$ cat src/rtl/rtcpp_regs.vh
// Register map, field positions, reset values and timing of the RTC control
`ifndef RTCPP_REGS_VH
`define RTCPP_REGS_VH

// ============================================================
// Register addresses (4-bit parallel bus)
`define RTCPP_ADDR_FREEZE_FLAG   4'hD
`define RTCPP_ADDR_PULSE_CTRL    4'hE
`define RTCPP_ADDR_CNT_FORMAT    4'hF
`define RTCPP_ADDR_TIME_LAST     4'hC

// ============================================================
// freeze_and_flag_control fields
`define RTCPP_FF_FREEZE          0
`define RTCPP_FF_BUSY            1
`define RTCPP_FF_FLAG            2
`define RTCPP_FF_ADJ             3

// pulse_output_control fields
`define RTCPP_PC_MASK            0
`define RTCPP_PC_MODE            1
`define RTCPP_PC_PSEL_LO         2
`define RTCPP_PC_PSEL_HI         3

// counter_format_control fields
`define RTCPP_CF_CRESET          0
`define RTCPP_CF_STOP            1
`define RTCPP_CF_HOUR24          2
`define RTCPP_CF_TEST            3

// ============================================================
// Reset values
`define RTCPP_PC_RESET           4'h1
`define RTCPP_CF_RESET           4'h0

// ============================================================
// Timing
`define RTCPP_CLK_HZ             20000000
`define RTCPP_CLK_PERIOD_NS      50
`define RTCPP_OSC_HZ             32768
`define RTCPP_BUSY_NS            190000
`define RTCPP_ADJ_NS             125000
`define RTCPP_PULSE_NS           7812500
`define RTCPP_PS_WIDTH           15
`define RTCPP_PS64_MASK          9'h1FF

`endif

$ cat src/rtl/rtcpp_osc_div.v
// Fractional divider making the 32.768 kHz oscillator tick enable
`timescale 1ns/1ps
`default_nettype none

module rtcpp_osc_div #(
  parameter CLK_HZ = 20000000,
  parameter OSC_HZ = 32768
) (
  input  wire ref_clk_i,
  input  wire sys_rst_i,
  output reg  tick_o
);

  reg  [31:0] acc_r;
  wire [31:0] acc_sum;

  assign acc_sum = acc_r + OSC_HZ[31:0];

  always @(posedge ref_clk_i or posedge sys_rst_i) begin
    if (sys_rst_i) begin
      acc_r  <= 32'h0;
      tick_o <= 1'b0;
    end else if (acc_sum >= CLK_HZ[31:0]) begin
      acc_r  <= acc_sum - CLK_HZ[31:0];
      tick_o <= 1'b1;
    end else begin
      acc_r  <= acc_sum;
      tick_o <= 1'b0;
    end
  end

endmodule // rtcpp_osc_div

`default_nettype wire

$ cat src/rtl/rtcpp_timer.v
// Retriggerable one-shot timer: level while running, pulse at expiry
`timescale 1ns/1ps
`default_nettype none

module rtcpp_timer #(
  parameter W   = 18,
  parameter CYC = 3800
) (
  input  wire ref_clk_i,
  input  wire sys_rst_i,
  input  wire start_i,
  input  wire clr_i,
  output wire act_o,
  output reg  done_o
);

  reg [W-1:0] cnt_r;

  assign act_o = (cnt_r != {W{1'b0}});

  always @(posedge ref_clk_i or posedge sys_rst_i) begin
    if (sys_rst_i) begin
      cnt_r  <= {W{1'b0}};
      done_o <= 1'b0;
    end else if (start_i) begin
      cnt_r  <= CYC[W-1:0];
      done_o <= 1'b0;
    end else if (clr_i) begin
      cnt_r  <= {W{1'b0}};
      done_o <= 1'b0;
    end else if (act_o) begin
      cnt_r  <= cnt_r - {{(W-1){1'b0}}, 1'b1};
      done_o <= (cnt_r == {{(W-1){1'b0}}, 1'b1});
    end else begin
      done_o <= 1'b0;
    end
  end

endmodule // rtcpp_timer

`default_nettype wire

$ cat src/rtl/rtcpp_top.v
// RTC control registers, freeze handshake, prescaler and pulse output
//
// Operation
// busy reads 1 while freeze is 0, 0 while freeze granted.
// internal busy window of 190 us after each second carry.
// host writes to the busy bit are ignored.
// host sets freeze and checks busy before time register access.
// the three control registers are accessible at any time.
// interrupt flag reads 1 exactly while the pulse output is low.
// with mask 0, the selected carry pulls output low and sets flag.
// interrupt mode holds flag until host writes 0; new events ignored.
// waveform mode clears flag on host 0 write or after 7.8125 ms.
// adjust bit triggers 30 s compensation, reads 1 for 125 us.
// host avoids time registers until the adjust bit returns to 0.
// mask 1 releases the pulse output; mask 0 enables driving.
// mode 1 gives interrupts, mode 0 a 7.8125 ms low waveform.
// period select 00 1/64 s, 01 1 s, 10 minute, 11 hour.
// adjust-caused carry in waveform mode holds low until next 1/64 s.
// time register writes alone never change the pulse output.
// counter reset holds the prescaler; chip select low clears it.
// stop bit halts the stages from 8192 Hz onward.
// hour-format 1 selects 24-hour, 0 selects 12-hour counting.
// hour-format writes take effect only with counter reset 1.
// host changes format with reset 1, then reset 0, then rewrites hours.
// host keeps the test bit at 0.
// freeze blocks second carries; one catch-up on release; CS clears.
`timescale 1ns/1ps
`default_nettype none
`include "rtcpp_regs.vh"

module rtcpp_top #(
  parameter CLK_HZ    = `RTCPP_CLK_HZ,
  parameter PULSE_CYC = `RTCPP_PULSE_NS / `RTCPP_CLK_PERIOD_NS
) (
  input  wire       ref_clk_i,
  input  wire       sys_rst_i,
  input  wire       cs0_n_i,
  input  wire       cs1_i,
  input  wire       ale_i,
  input  wire [3:0] addr_i,
  input  wire       wr_n_i,
  input  wire       rd_n_i,
  input  wire [3:0] data_i,
  output reg  [3:0] data_o,
  output reg        data_oe_o,
  output reg        pulse_o,
  output reg        pulse_oe_o,
  input  wire [3:0] time_rd_data_i,
  input  wire       min_carry_i,
  input  wire       hour_carry_i,
  output reg  [3:0] time_addr_o,
  output reg  [3:0] time_data_o,
  output reg        time_wr_o,
  output reg        sec_carry_o,
  output reg        adj30_o,
  output reg        hour24_o,
  output reg        stop_o,
  output reg        test_o
);

  localparam BUSY_CYC = (`RTCPP_BUSY_NS + `RTCPP_CLK_PERIOD_NS - 1) /
                        `RTCPP_CLK_PERIOD_NS;
  localparam ADJ_CYC  = (`RTCPP_ADJ_NS + `RTCPP_CLK_PERIOD_NS - 1) /
                        `RTCPP_CLK_PERIOD_NS;
  localparam PSW      = `RTCPP_PS_WIDTH;

  // ============================================================
  // Bus front end
  reg  [3:0] addr_q_r;
  reg  [3:0] wdata_r;
  reg        wr_eff_q_r;
  wire       cs_en;
  wire       wr_eff;
  wire       wr_rise;
  wire       wr_ff;
  wire       wr_pc;
  wire       wr_cf;
  wire       wr_time;

  assign cs_en   = cs1_i & ~cs0_n_i;
  assign wr_eff  = ~(cs_en & ~wr_n_i);
  assign wr_rise = wr_eff & ~wr_eff_q_r;
  assign wr_ff   = wr_rise & (addr_q_r == `RTCPP_ADDR_FREEZE_FLAG);
  assign wr_pc   = wr_rise & (addr_q_r == `RTCPP_ADDR_PULSE_CTRL);
  assign wr_cf   = wr_rise & (addr_q_r == `RTCPP_ADDR_CNT_FORMAT);
  assign wr_time = wr_rise & (addr_q_r <= `RTCPP_ADDR_TIME_LAST);

  always @(posedge ref_clk_i or posedge sys_rst_i) begin
    if (sys_rst_i) begin
      addr_q_r   <= 4'h0;
      wdata_r    <= 4'h0;
      wr_eff_q_r <= 1'b1;
    end else begin
      wr_eff_q_r <= wr_eff;
      if (ale_i && cs_en) begin
        addr_q_r <= addr_i;
      end
      if (!wr_eff) begin
        wdata_r <= data_i;
      end
    end
  end

  // ============================================================
  // Control registers
  reg        freeze_r;
  reg  [3:0] pc_r;
  reg        creset_r;
  wire       mask;
  wire       mode_irq;
  wire [1:0] psel;
  wire       freeze_nxt;
  wire       freeze_fall;

  assign mask     = pc_r[`RTCPP_PC_MASK];
  assign mode_irq = pc_r[`RTCPP_PC_MODE];
  assign psel     = {pc_r[`RTCPP_PC_PSEL_HI], pc_r[`RTCPP_PC_PSEL_LO]};

  assign freeze_nxt  = !cs1_i ? 1'b0 :
                       wr_ff ? wdata_r[`RTCPP_FF_FREEZE] : freeze_r;
  assign freeze_fall = freeze_r & ~freeze_nxt;

  always @(posedge ref_clk_i or posedge sys_rst_i) begin
    if (sys_rst_i) begin
      freeze_r <= 1'b0;
      pc_r     <= `RTCPP_PC_RESET;
      creset_r <= 1'b0;
      stop_o   <= 1'b0;
      hour24_o <= 1'b0;
      test_o   <= 1'b0;
    end else begin
      freeze_r <= freeze_nxt;
      if (wr_pc) begin
        pc_r <= wdata_r;
      end
      if (!cs1_i) begin
        creset_r <= 1'b0;
      end else if (wr_cf) begin
        creset_r <= wdata_r[`RTCPP_CF_CRESET];
      end
      if (wr_cf) begin
        stop_o <= wdata_r[`RTCPP_CF_STOP];
        test_o <= wdata_r[`RTCPP_CF_TEST];
      end
      if (wr_cf && (creset_r || wdata_r[`RTCPP_CF_CRESET])) begin
        hour24_o <= wdata_r[`RTCPP_CF_HOUR24];
      end
    end
  end

  // ============================================================
  // Sub-second prescaler
  wire           osc_tick;
  reg  [PSW-1:0] ps_r;
  wire           ps_adv_lo;
  wire           ps_adv_hi;
  wire           ps64;
  wire           ps1;

  rtcpp_osc_div #(
    .CLK_HZ (CLK_HZ),
    .OSC_HZ (`RTCPP_OSC_HZ)
  ) u_osc_div (
    .ref_clk_i (ref_clk_i),
    .sys_rst_i (sys_rst_i),
    .tick_o    (osc_tick)
  );

  // Stages from 8192 Hz up advance only when not stopped
  assign ps_adv_lo = osc_tick & ~creset_r;
  assign ps_adv_hi = ps_adv_lo & (ps_r[1:0] == 2'h3) & ~stop_o;
  assign ps64 = ps_adv_hi & (ps_r[8:0] == `RTCPP_PS64_MASK);
  assign ps1  = ps_adv_hi & (ps_r == {PSW{1'b1}});

  always @(posedge ref_clk_i or posedge sys_rst_i) begin
    if (sys_rst_i) begin
      ps_r <= {PSW{1'b0}};
    end else if (creset_r) begin
      ps_r <= {PSW{1'b0}};
    end else if (ps_adv_hi) begin
      ps_r <= ps_r + {{(PSW-1){1'b0}}, 1'b1};
    end else if (ps_adv_lo) begin
      ps_r[1:0] <= ps_r[1:0] + 2'h1;
    end
  end

  // ============================================================
  // Freeze handshake and second carry
  reg  frozen_r;
  reg  pend_r;
  wire busy_win;

  rtcpp_timer #(
    .W   (12),
    .CYC (BUSY_CYC)
  ) u_busy_tmr (
    .ref_clk_i (ref_clk_i),
    .sys_rst_i (sys_rst_i),
    .start_i   (ps1),
    .clr_i     (1'b0),
    .act_o     (busy_win),
    .done_o    ()
  );

  always @(posedge ref_clk_i or posedge sys_rst_i) begin
    if (sys_rst_i) begin
      frozen_r    <= 1'b0;
      pend_r      <= 1'b0;
      sec_carry_o <= 1'b0;
    end else begin
      if (!freeze_nxt) begin
        frozen_r <= 1'b0;
      end else if (wr_ff && !busy_win) begin
        frozen_r <= 1'b1;
      end
      if (freeze_fall) begin
        sec_carry_o <= pend_r | ps1;
        pend_r      <= 1'b0;
      end else if (freeze_r) begin
        sec_carry_o <= 1'b0;
        pend_r      <= pend_r | ps1;
      end else begin
        sec_carry_o <= ps1;
        pend_r      <= 1'b0;
      end
    end
  end

  // ============================================================
  // Thirty-second adjust
  wire adj_start;
  wire adj_act;

  assign adj_start = wr_ff & wdata_r[`RTCPP_FF_ADJ];

  rtcpp_timer #(
    .W   (12),
    .CYC (ADJ_CYC)
  ) u_adj_tmr (
    .ref_clk_i (ref_clk_i),
    .sys_rst_i (sys_rst_i),
    .start_i   (adj_start),
    .clr_i     (1'b0),
    .act_o     (adj_act),
    .done_o    ()
  );

  always @(posedge ref_clk_i or posedge sys_rst_i) begin
    if (sys_rst_i) begin
      adj30_o <= 1'b0;
    end else begin
      adj30_o <= adj_start;
    end
  end

  // ============================================================
  // Pulse output and interrupt flag
  reg  flag_r;
  reg  adj_hold_r;
  reg  evt;
  wire flag_set;
  wire flag_clr;
  wire flag_nxt;
  wire pw_done;

  always @* begin
    case (psel)
      2'h0:    evt = ps64;
      2'h1:    evt = ps1;
      2'h2:    evt = min_carry_i;
      2'h3:    evt = hour_carry_i;
      default: evt = 1'b0;
    endcase
  end

  assign flag_set = ~mask & ~flag_r & evt;
  assign flag_clr = (wr_ff & ~wdata_r[`RTCPP_FF_FLAG]) |
                    (~mode_irq & pw_done & ~adj_hold_r) |
                    (~mode_irq & adj_hold_r & ps64);
  // Set wins over clear; mask releases the output at once
  assign flag_nxt = flag_set ? 1'b1 :
                    (flag_clr | mask) ? 1'b0 : flag_r;

  rtcpp_timer #(
    .W   (18),
    .CYC (PULSE_CYC)
  ) u_pw_tmr (
    .ref_clk_i (ref_clk_i),
    .sys_rst_i (sys_rst_i),
    .start_i   (flag_set),
    .clr_i     (~flag_r),
    .act_o     (),
    .done_o    (pw_done)
  );

  always @(posedge ref_clk_i or posedge sys_rst_i) begin
    if (sys_rst_i) begin
      flag_r     <= 1'b0;
      adj_hold_r <= 1'b0;
      pulse_o    <= 1'b0;
      pulse_oe_o <= 1'b0;
    end else begin
      flag_r     <= flag_nxt;
      pulse_o    <= 1'b0;
      pulse_oe_o <= flag_nxt;
      if (!flag_nxt) begin
        adj_hold_r <= 1'b0;
      end else if (flag_set && !mode_irq && adj_act && psel[1]) begin
        adj_hold_r <= 1'b1;
      end
    end
  end

  // ============================================================
  // Time register pass-through and read-back
  reg [3:0] rd_mux;

  always @* begin
    case (addr_q_r)
      `RTCPP_ADDR_FREEZE_FLAG:
        rd_mux = {adj_act, flag_r, ~frozen_r, freeze_r};
      `RTCPP_ADDR_PULSE_CTRL:
        rd_mux = pc_r;
      `RTCPP_ADDR_CNT_FORMAT:
        rd_mux = {test_o, hour24_o, stop_o, creset_r};
      default:
        rd_mux = time_rd_data_i;
    endcase
  end

  always @(posedge ref_clk_i or posedge sys_rst_i) begin
    if (sys_rst_i) begin
      data_o      <= 4'h0;
      data_oe_o   <= 1'b0;
      time_addr_o <= 4'h0;
      time_data_o <= 4'h0;
      time_wr_o   <= 1'b0;
    end else begin
      data_o      <= rd_mux;
      data_oe_o   <= cs_en & ~rd_n_i & wr_n_i;
      time_addr_o <= addr_q_r;
      time_data_o <= wdata_r;
      time_wr_o   <= wr_time;
    end
  end

endmodule // rtcpp_top

`default_nettype wire

$ cat config.mk
export PLATFORM = sky130hd
export DESIGN_NAME = rtcpp_top
export DESIGN_NICKNAME = d
export VERILOG_FILES = /design/src/rtl/rtcpp_osc_div.v /design/src/rtl/rtcpp_timer.v /design/src/rtl/rtcpp_top.v
export VERILOG_INCLUDE_DIRS = /design/src /design/src/rtl
export SDC_FILE = /design/constraint.sdc
export NUM_CORES = 1
export LEC_CHECK = 0
export BUFFER_PORTS_ARGS = -buffer_cell sky130_fd_sc_hd__buf_2
export CORE_MARGIN = 4
export CORE_UTILIZATION = 51
export DETAILED_ROUTE_END_ITERATION = 6
export HOLD_SLACK_MARGIN = 0.02
export PLACE_DENSITY = 0.69
export SLEW_MARGIN = 20
export SYNTH_ARGS = -nofsm -noshare
export SYNTH_HDL_FRONTEND = slang
export SYNTH_SLANG_ARGS = --single-unit
$ cat constraint.sdc
create_clock -name ref_clk_i -period 5.1 [get_ports ref_clk_i]
set_clock_uncertainty 0.1 [all_clocks]
set_input_delay 0.765 -clock ref_clk_i [delete_from_list [all_inputs] [get_ports ref_clk_i]]
set_output_delay 0.765 -clock ref_clk_i [all_outputs]
set_load 0.05 [all_outputs]
Yosys cells after proc, flatten, opt, wreduce, memory -nomap -nowiden
Index checks and enable logic that the tools add are counted.

Register bits: 129. Logic and storage cells: 141. Input port bits: 21. Output and inout port bits: 21.

Reduce and logical (&&, ||, !) cells: 17. Bitwise operators: 41. Multiplexer cells: 32. Equality and inequality tests: 14. Magnitude comparators: 2. Add/sub/neg operators: 7.

Operator list (count): $mux W18 (3); $mux W12 (4); $add A32 B16 Y32 const B (1); $ge A32 B25 Y1 const B (1); $mux W32 (1); $sub A32 B25 Y32 const B (1); $reduce_bool A12 Y1 (2); $sub A12 B1 Y12 const B (2); $and A1 B1 Y1 (23); $eq A18 B1 Y1 const B (1); $mux W1 (18); $reduce_bool A18 Y1 (1); $sub A18 B1 Y18 const B (1); $add A15 B1 Y15 const B (1); $eq A15 B15 Y1 const B (1); $mux W15 (1); $not A1 Y1 (14); $mux W13 (1); $eq A4 B4 Y1 const B (3); $pmux W4 S3 (1); $eq A9 B9 Y1 const B (1); $eq A2 B2 Y1 const B (3); $logic_and A1 B1 Y1 (6); $ne A2 B1 Y1 const B (3); other kinds (12) (19).

Depth between registers and ports, before layout
Gate-level depths: netlist of the first run.

Depth in word-level cells: 13. Mapped depth: 12. Mapped depth without buffers: 11.

Modules after synthesis
Synthesis of the first run repeated with hierarchy kept, for this count alone.

Cells, all modules: 675. Area, all modules: 6980.4 sq um.

Modules (own cells, without submodules): rtcpp_top (times used 1, area each 2392.3 sq um, cells an instance 208, sequential area each 1328.8 sq um); rtcpp_osc_div (times used 1, area each 1961.9 sq um, cells an instance 205, sequential area each 625.6 sq um); rtcpp_timer at u_pw_tmr (times used 1, area each 1129.8 sq um, cells an instance 117, sequential area each 475.5 sq um); rtcpp_timer at u_busy_tmr (times used 1, area each 780.7 sq um, cells an instance 72, sequential area each 325.3 sq um); rtcpp_timer at u_adj_tmr (times used 1, area each 715.7 sq um, cells an instance 73, sequential area each 325.3 sq um).

Worst setup path before layout of the first run
OpenSTA, ideal clock, no wires.

Path type: reg-to-reg. Start: register u_osc_div.acc_r[15]. End: register u_osc_div.acc_r[30]. Setup time: 0.123 ns. Period minus slack after synthesis: 2.631 ns. Stages on the path, launching flop included: 12. Setup slack: 2.469 ns. Data arrival time: 2.408 ns. Data required time: 4.877 ns. Path buffers: 2. Path through: dfrtp_1 > ha_1 > buf_2 > nand4_1 > or3_1 > buf_2 > mux2i_1 > o2bb2ai_2 > nand2_2 > o211ai_2 > mux2_4 > xnor2_1.

Longest elaborated chain between the ends: 3. Elaborated cells between the ends (all ways): 4. Classes of those cells: add/sub (2); order compare (1); mux (1).

Ends and longest elaborated chain: start: declaration (line rtcpp_osc_div.v:14) `reg [31:0] acc_r;`; start signal: assignment (line rtcpp_osc_div.v:24) `acc_r <= acc_sum - CLK_HZ[31:0];`; start signal: assignment (line rtcpp_osc_div.v:27) `acc_r <= acc_sum;`; $add A32 B16 Y32 (*) (line rtcpp_osc_div.v:17) `assign acc_sum = acc_r + OSC_HZ[31:0];`; $sub A32 B25 Y32 / $ge A32 B25 Y1 (equally long branches) (line rtcpp_osc_div.v:24, rtcpp_osc_div.v:23); $mux W32 (*) (line rtcpp_osc_div.v:23) `end else if (acc_sum >= CLK_HZ[31:0]) begin`.

Mark *: on every way between the ends. The rest lies on a longest branch, timed or not. A chain may end at the register's enable or synchronous reset.

Worst setup path in the final report of the first run
Start: register u_osc_div.acc_r[15]. End: register u_osc_div.acc_r[16].

Same word-level chain as after synthesis.

==> results of run 1 <==
==> state kept, by name, summed over array words and instances, names as in the netlist, 4 cells and up <==
name and flops:
ps_r 15, data_o 4, wdata_r 4, u_osc_div.acc_r 24, addr_q_r 4, time_data_o 4
u_adj_tmr.cnt_r 12, pc_r 4, u_pw_tmr.cnt_r 18, time_addr_o 4, u_busy_tmr.cnt_r 12
==> area by class of cell <==
cell class              instances  area (sq um)
clock buffers                  19         452.9
inverters                      23         88.84
repair buffers                 42         215.2
clock inverters                13         142.6
flip-flops and latches        121          3030
well taps                     147         183.9
multi-input cells             465          3037
fillers                      1005          4861
==> critical path, stage by stage, from the launching register on <==
cell and delay [ns]:
dfrtp_1 0.49, ha_1 0.40, nand4_1 0.19, or3_1 0.43, mux2i_1 0.21, o2bb2ai_2 0.17
nand2_2 0.13, nor2_2 0.44, inv_1 0.24, nand2_1 0.14, xor2_1 0.14
==> synthesized netlist by cell type (8+ instances only) <==
master	count	share of area, %
a21oi_1	32	2.6
or3_1	8	0.80
nand3_1	26	2.1
xnor2_1	38	5.3
and3_1	8	0.80
mux2i_1	11	1.8
mux2_2	14	2.5
inv_1	22	1.3
ha_1	11	2.2
xor2_1	34	4.8
nor4_1	12	1.2
o21ai_0	15	1.2
nor3_1	28	2.2
nor2_1	69	4.1
nor2b_1	11	1.1
nand2_1	59	3.5
dfrtp_1	119	48
o22ai_1	8	0.80
==> stage by stage <==
step | util, % | power [mW] | instances
after floorplan | - | 1.789 | 628
after detailed placement | 54.57 | 1.949 | 798
after global placement | 54.57 | 1.928 | 798
after global routing | 59.53 | 3.307 | 830
final | 59.53 | 3.124 | 830
after CTS | 59.53 | 3.152 | 830
==> report_power, final <==
group | leakage (nW) | internal (mW) | switching (mW)
combinational | 1.46 | 0.264 | 0.415
sequential | 1.57 | 1.10 | 0.148
clock | 0.278 | 0.747 | 0.446
==> logic make-up after synthesis <==
family / count (synthesis)
adder cells (fa/ha/maj): 11
AND/OR/NAND/NOR: 264
multiplexers: 26
XOR/XNOR: 72
AO/OA/AOI/OAI: 91
flip-flops: 121
buffers and inverters: 42
other: 1
==> per-layer routing <==
metal	vias to the layer above	global-route usage, %	wire, microns
met5	-	0	0
met4	0	8.617	250
met3	20	4.211	491
met2	109	29.88	5788
met1	2254	25.49	5945
li1	2287	-	-
==> worst max-delay path by stage <==
stage	end	slack, ns	depth (start not counted)
6_report	u_osc_div.acc_r[16]	1.94	10
5_1_grt	u_osc_div.acc_r[16]	1.66	10
2_1_floorplan	addr_q_r[0]	1.02	1
4_1_cts	u_osc_div.acc_r[16]	1.93	10
3_5_place_dp	u_osc_div.acc_r[16]	1.95	10
3_3_place_gp	u_osc_div.acc_r[16]	2.07	10
==> reports/results.tsv, run 1 <==
stage	metric	value	unit
outcome	status	finished, final reports clean	
critical_path	critical_path_class	reg -> reg	
clock_network	cts_made_buffers	17	
synth	ys_seq_elements	121	
finish	final_common_cell	dfrtp_1	
clock_network	cts_resized	0	
critical_path	cp-end-kind	flop	
die	num_rows	40	
finish	final_cell_area	7151	sq um
finish	n_antenna_cell	0	
synth	synth-compound-area-share	9.698	%
grt	grt_usage	19.09	%
die	start_util	52.09	%
flow_run	max-cap-violations	0	
die	die-area	14110	sq um
route	routed_wl	12.48	mm
critical_path	rr_worst_depth	10	
timing	fin_crit_sh	62.02	%
route	drt_iter0_markers	355	
hold_path	whs_path_depth	0	
place	place_ws	1.954	ns
route	wl_per_cell	15.03	microns
grt	antenna_found_initial	0	
synth	async_reset_ff_share	100.0	%
synth	synth_enable_flop_cells	0	
clock_network	cts.path.max_buffers	2	
timing	drv_slew	0	
timing	setup_ws	1.937	ns
hold_path	hold_path_class	reg -> reg	
die	die_y	118.8	microns
die	io_pins	42	
finish	areaGrowthSynthToFinish	14.28	%
finish	final_cell_mix	dfrtp_1 (119), nor2_1 (69), nand2_1 (59)	
synth	synth_top_family_by_area	simple AND/OR/NAND/NOR gates	
timing	finalSetupViolations	0	
critical_path	reg2reg_from	u_osc_div.acc_r[15]	
grt	grt-ovfl-total	0	
power_and_ir_drop	vdd_drop_max	207.3	uV
synth	yosysWarnings	0	
critical_path	cp-startpoint	u_osc_div.acc_r[15]	
timing	rsz0062_at_grt	false	
timing	finalSetupTns	0	ns
critical_path	cp_max_fo	12	
place	port_buffers	40	
synth	syn_inst	628	
critical_path	rr_endpoint	u_osc_div.acc_r[16]	
clock_network	clkLatencyLatePin	0.42	ns
synth	synth_flop_cell	dfrtp_1	
clock_network	clk_pin_slew	0.06	ns
critical_path	worstPathRequired	5.34	ns
finish	layout.nets	702	
synth	synthAdderAreaFrac	2.200	%
clock_network	cts_tree	yes	
die	core	12010	sq um
clock_network	clock-sinks	121	
timing	worstMarginPinSlew	0.8666	ns
route	route.antenna.remaining_nets	0	
hold_path	whs_endpoint	time_addr_o[2]	
timing	slew_headroom	41.41	%
hold_path	holdCritStartpoint	addr_q_r[2]	
clock_network	cts_setup_buffers	0	
place	dpl.hpwl	8.917	mm
timing	min_period	3.163	ns
clock_network	htree_levels	4	
timing	hold_violations	0	
route	drc	0	
synth	syn_avg_cell_area	9.964	sq um
synth	synthMuxAreaShare	4.519	%
route	dr.pass1.iters	5	
timing	holdWs	0.2866	ns
grt	grt_max_degree	53	
place	postPlaceCellArea	6555	sq um
synth	syn_area	6257	sq um
critical_path	critPathArrivalTime	3.41	ns
synth	synth.distinct_cells	66	
synth	syn_nets	660	
power_and_ir_drop	p_per_area	436.9	nW/um^2
place	gp_congestion	0.8915	
critical_path	critPathLaunchType	flop	
power_and_ir_drop	leakagePower	3.310	nW
die	die_w	118.8	microns
timing	fmax	316.1	MHz
clock_network	cts-root-buf	clkbuf_16	
finish	final_layout_size_suffix_gt1_share	17.13	%
synth	seq_area_frac_synth	48.43	%
clock_network	cts_hold_buf	0	
grt	grt_pass1_vias	4606	
route	via_per_inst	5.627	
grt	grt_pass1_wl	21.87	mm
route	vias	4670	
synth	synth-simple-area-share	21.98	%
critical_path	r2r_slack	1.94	ns
synth	synth-xor-area-share	10.08	%
No activity file was read; power rests on OpenSTA's default activity.
==> run 2, diff against run 1 <==
clock period = 3.16 ns   (was 5.1 ns; I/O delays follow)
==> run 2 against run 1 <==
Net effect:
- hold slack got worse by 0.18 ns
- clock power increased by 68%
- via count increased by 1.1%
- sequential share of layout area decreased by 0.52 points
- routed wire length increased by 3.4%
- maximum frequency increased by 8.3%
- cell count increased by 0.72%
- register-to-register slack got worse by 1.7 ns
- core utilization increased by 0.74 points
- power increased by 64%
- largest power group unchanged
==> reports/results.tsv, run 2 (synthesis results as in run 1) <==
stage	metric	value	unit	change
outcome	status	finished, final reports clean		
timing	slew_headroom	42.53	%	+1.1 points
critical_path	cp-end-kind	flop		
flow_run	max-cap-violations	0		unchanged
critical_path	rr_endpoint	u_osc_div.acc_r[16]		
die	start_util	52.09	%	unchanged
power_and_ir_drop	leakagePower	3.361	nW	+1.5%
route	drc	0		unchanged
power_and_ir_drop	p_switching	1.608	mW	+59%
power_and_ir_drop	intPower	3.528	mW	+67%
power_and_ir_drop	switching_share	31.31	%	-1.0 points
timing	fin_crit_sh	92.42	%	+30 points
timing	finalSetupTns	0	ns	unchanged
timing	fmax	342.4	MHz	+8.3%
power_and_ir_drop	pwr-share-clk	38.9	%	+0.7 points
die	die_w	118.8	microns	unchanged
clock_network	cts.path.max_buffers	2		unchanged
place	dpl.hpwl	9.216	mm	+3.3%
route	wl_per_cell	15.42	microns	+2.6%
grt	grt_pass1_vias	4702		+2.1%
finish	final_layout_size_suffix_gt1_share	17.71	%	+0.58 points
clock_network	cts_setup_buffers	0		unchanged
clock_network	htree_levels	4		unchanged
finish	largest_reg_flops	24		unchanged
critical_path	critPathLaunchType	flop		
finish	n_antenna_cell	0		unchanged
finish	multi_input_area	3039	sq um	about the same
finish	final_common_cell	dfrtp_1		
place	postPlaceCellArea	6626	sq um	+1.1%
grt	antenna_found_initial	0		unchanged
critical_path	r2r_slack	0.24	ns	-1.70 ns
route	vias	4722		+1.1%
grt	grt_pass1_wl	22.52	mm	+3.0%
finish	final_cell_area	7239	sq um	+1.2%
finish	areaGrowthSynthToFinish	15.70	%	
route	via_per_inst	5.648		+0.39%
power_and_ir_drop	pwr-share-seq	39.3	%	-0.8 points
power_and_ir_drop	p_per_area	709.5	nW/um^2	+62%
timing	finalSetupViolations	0		unchanged
power_and_ir_drop	power.total	5.136	mW	+64%
finish	largestRegisters	u_osc_div.acc_r x24, u_pw_tmr.cnt_r x18, ps_r x15		
die	core	12010	sq um	unchanged
clock_network	cts-root-buf	clkbuf_16		
clock_network	clkLatencyLatePin	0.42	ns	about the same
finish	layout.nets	708		+0.85%
die	num_rows	40		unchanged
power_and_ir_drop	power.share.combinational	21.8	%	about the same
clock_network	cts_hold_buf	0		unchanged
route	route.antenna.remaining_nets	0		unchanged
critical_path	reg2reg_from	u_osc_div.acc_r[15]		
critical_path	worstPathRequired	3.40	ns	-1.94 ns
clock_network	cts_made_buffers	17		unchanged
critical_path	critPathArrivalTime	3.16	ns	-0.25 ns
timing	hold_violations	0		unchanged
finish	register_area	3030	sq um	unchanged
route	dr.pass1.iters	5		unchanged
place	gp_congestion	0.9053		+1.5%
power_and_ir_drop	vdd_drop_max	542.5	uV	+160%
finish	fillers	983		-2.2%
clock_network	clk_pin_slew	0.05	ns	about the same
timing	min_period	2.920	ns	-0.2428 ns
grt	grt_usage	19.73	%	+0.64 points
critical_path	cp_max_fo	9		-3
route	drt_iter0_markers	298		-16%
finish	final_cell_mix	dfrtp_1 (119), nor2_1 (69), nand2_1 (59)		
timing	drv_slew	0		unchanged
timing	worstMarginPinSlew	0.8501	ns	-0.01647 ns
grt	grt-ovfl-total	0		unchanged
die	die-area	14110	sq um	unchanged
critical_path	critical_path_class	reg -> reg		
place	port_buffers	40		unchanged
die	die_y	118.8	microns	unchanged
finish	regMostFlops	u_osc_div.acc_r		
clock_network	clock-sinks	121		unchanged
grt	grt_max_degree	37		-30%
route	routed_wl	12.90	mm	+3.4%
die	io_pins	42		unchanged
clock_network	cts_tree	yes		
timing	rsz0062_at_grt	false		
critical_path	rr_worst_depth	10		unchanged
hold_path	hold_path_class	in -> async		
## run 2: power by group through the flow
stage                     logic (mW)  registers (mW)  clock network, mW
after detailed placement        1.12            2.04                  0
after floorplan                0.749            2.14                  0
after CTS                       1.13            2.02               2.03
final                           1.12            2.02               2.00
after global routing            1.25            2.06               2.11
after global placement          1.09            2.03                  0
## run 2: cell type report
class | instances | area share, %
clock buffers | 19 | 5.980
clock inverters | 13 | 2.454
inverters | 23 | 1.244
multi-input cells | 465 | 41.98
flip-flops and latches | 121 | 41.86
well taps | 147 | 2.541
repair buffers | 48 | 3.941
## run 2: worst max-delay path by stage
stage	startpoint	end	slack, ns	depth (start not counted)
floorplan	u_osc_div.acc_r[15]	u_osc_div.acc_r[30]	0.53	11
global placement	u_osc_div.acc_r[15]	u_osc_div.acc_r[16]	0.33	10
detailed placement	u_osc_div.acc_r[15]	u_osc_div.acc_r[16]	0.22	10
CTS	u_osc_div.acc_r[15]	u_osc_div.acc_r[16]	0.20	10
global route	u_osc_div.acc_r[15]	u_osc_div.acc_r[14]	0.06	10
finish	u_osc_div.acc_r[15]	u_osc_div.acc_r[16]	0.24	10
## run 2: layer usage
layer | part of all wire [%] | global-route usage, % | up-vias | wire length, microns
met3 | 3.8 | 5.694 | 28 | 486
met5 | 0 | 0 | - | 0
li1 | - | - | 2287 | -
met1 | 46 | 25.67 | 2306 | 5978
met4 | 2.4 | 8.110 | 0 | 306
met2 | 47 | 31.01 | 101 | 6124
## run 2: worst max-delay path: stages (launching register included)
cell and delay, ns:
dfrtp_1 0.50, ha_2 0.33, a21boi_1 0.29, a21o_1 0.18, a32o_1 0.24, a31oi_1 0.14
o22a_2 0.26, nor2_2 0.33, inv_1 0.21, nand2_1 0.13, xor2_1 0.14
## run 2: stage by stage
stage | cells | utilization [%] | hold WS (ns) | setup slack [ns]
6_report | 836 | 60.27 | 0.1108 | 0.2397
5_1_grt | 836 | 60.27 | 0.08860 | 0.05504
4_1_cts | 836 | 60.25 | 0.09062 | 0.2044
3_5_place_dp | 804 | 55.17 | 0.2793 | 0.2250
3_3_place_gp | 804 | 55.17 | 0.2677 | 0.3310
2_1_floorplan | 628 | - | 0.2611 | 0.5285
## run 2: timing repair
| item | 4_1_cts | 5_1_grt |
|---|---|---|
| endpoints found under the hold margin | 0 | 0 |
| gates resized for setup | 0 | 1 |
| endpoints found under the setup margin | 0 | 4 |
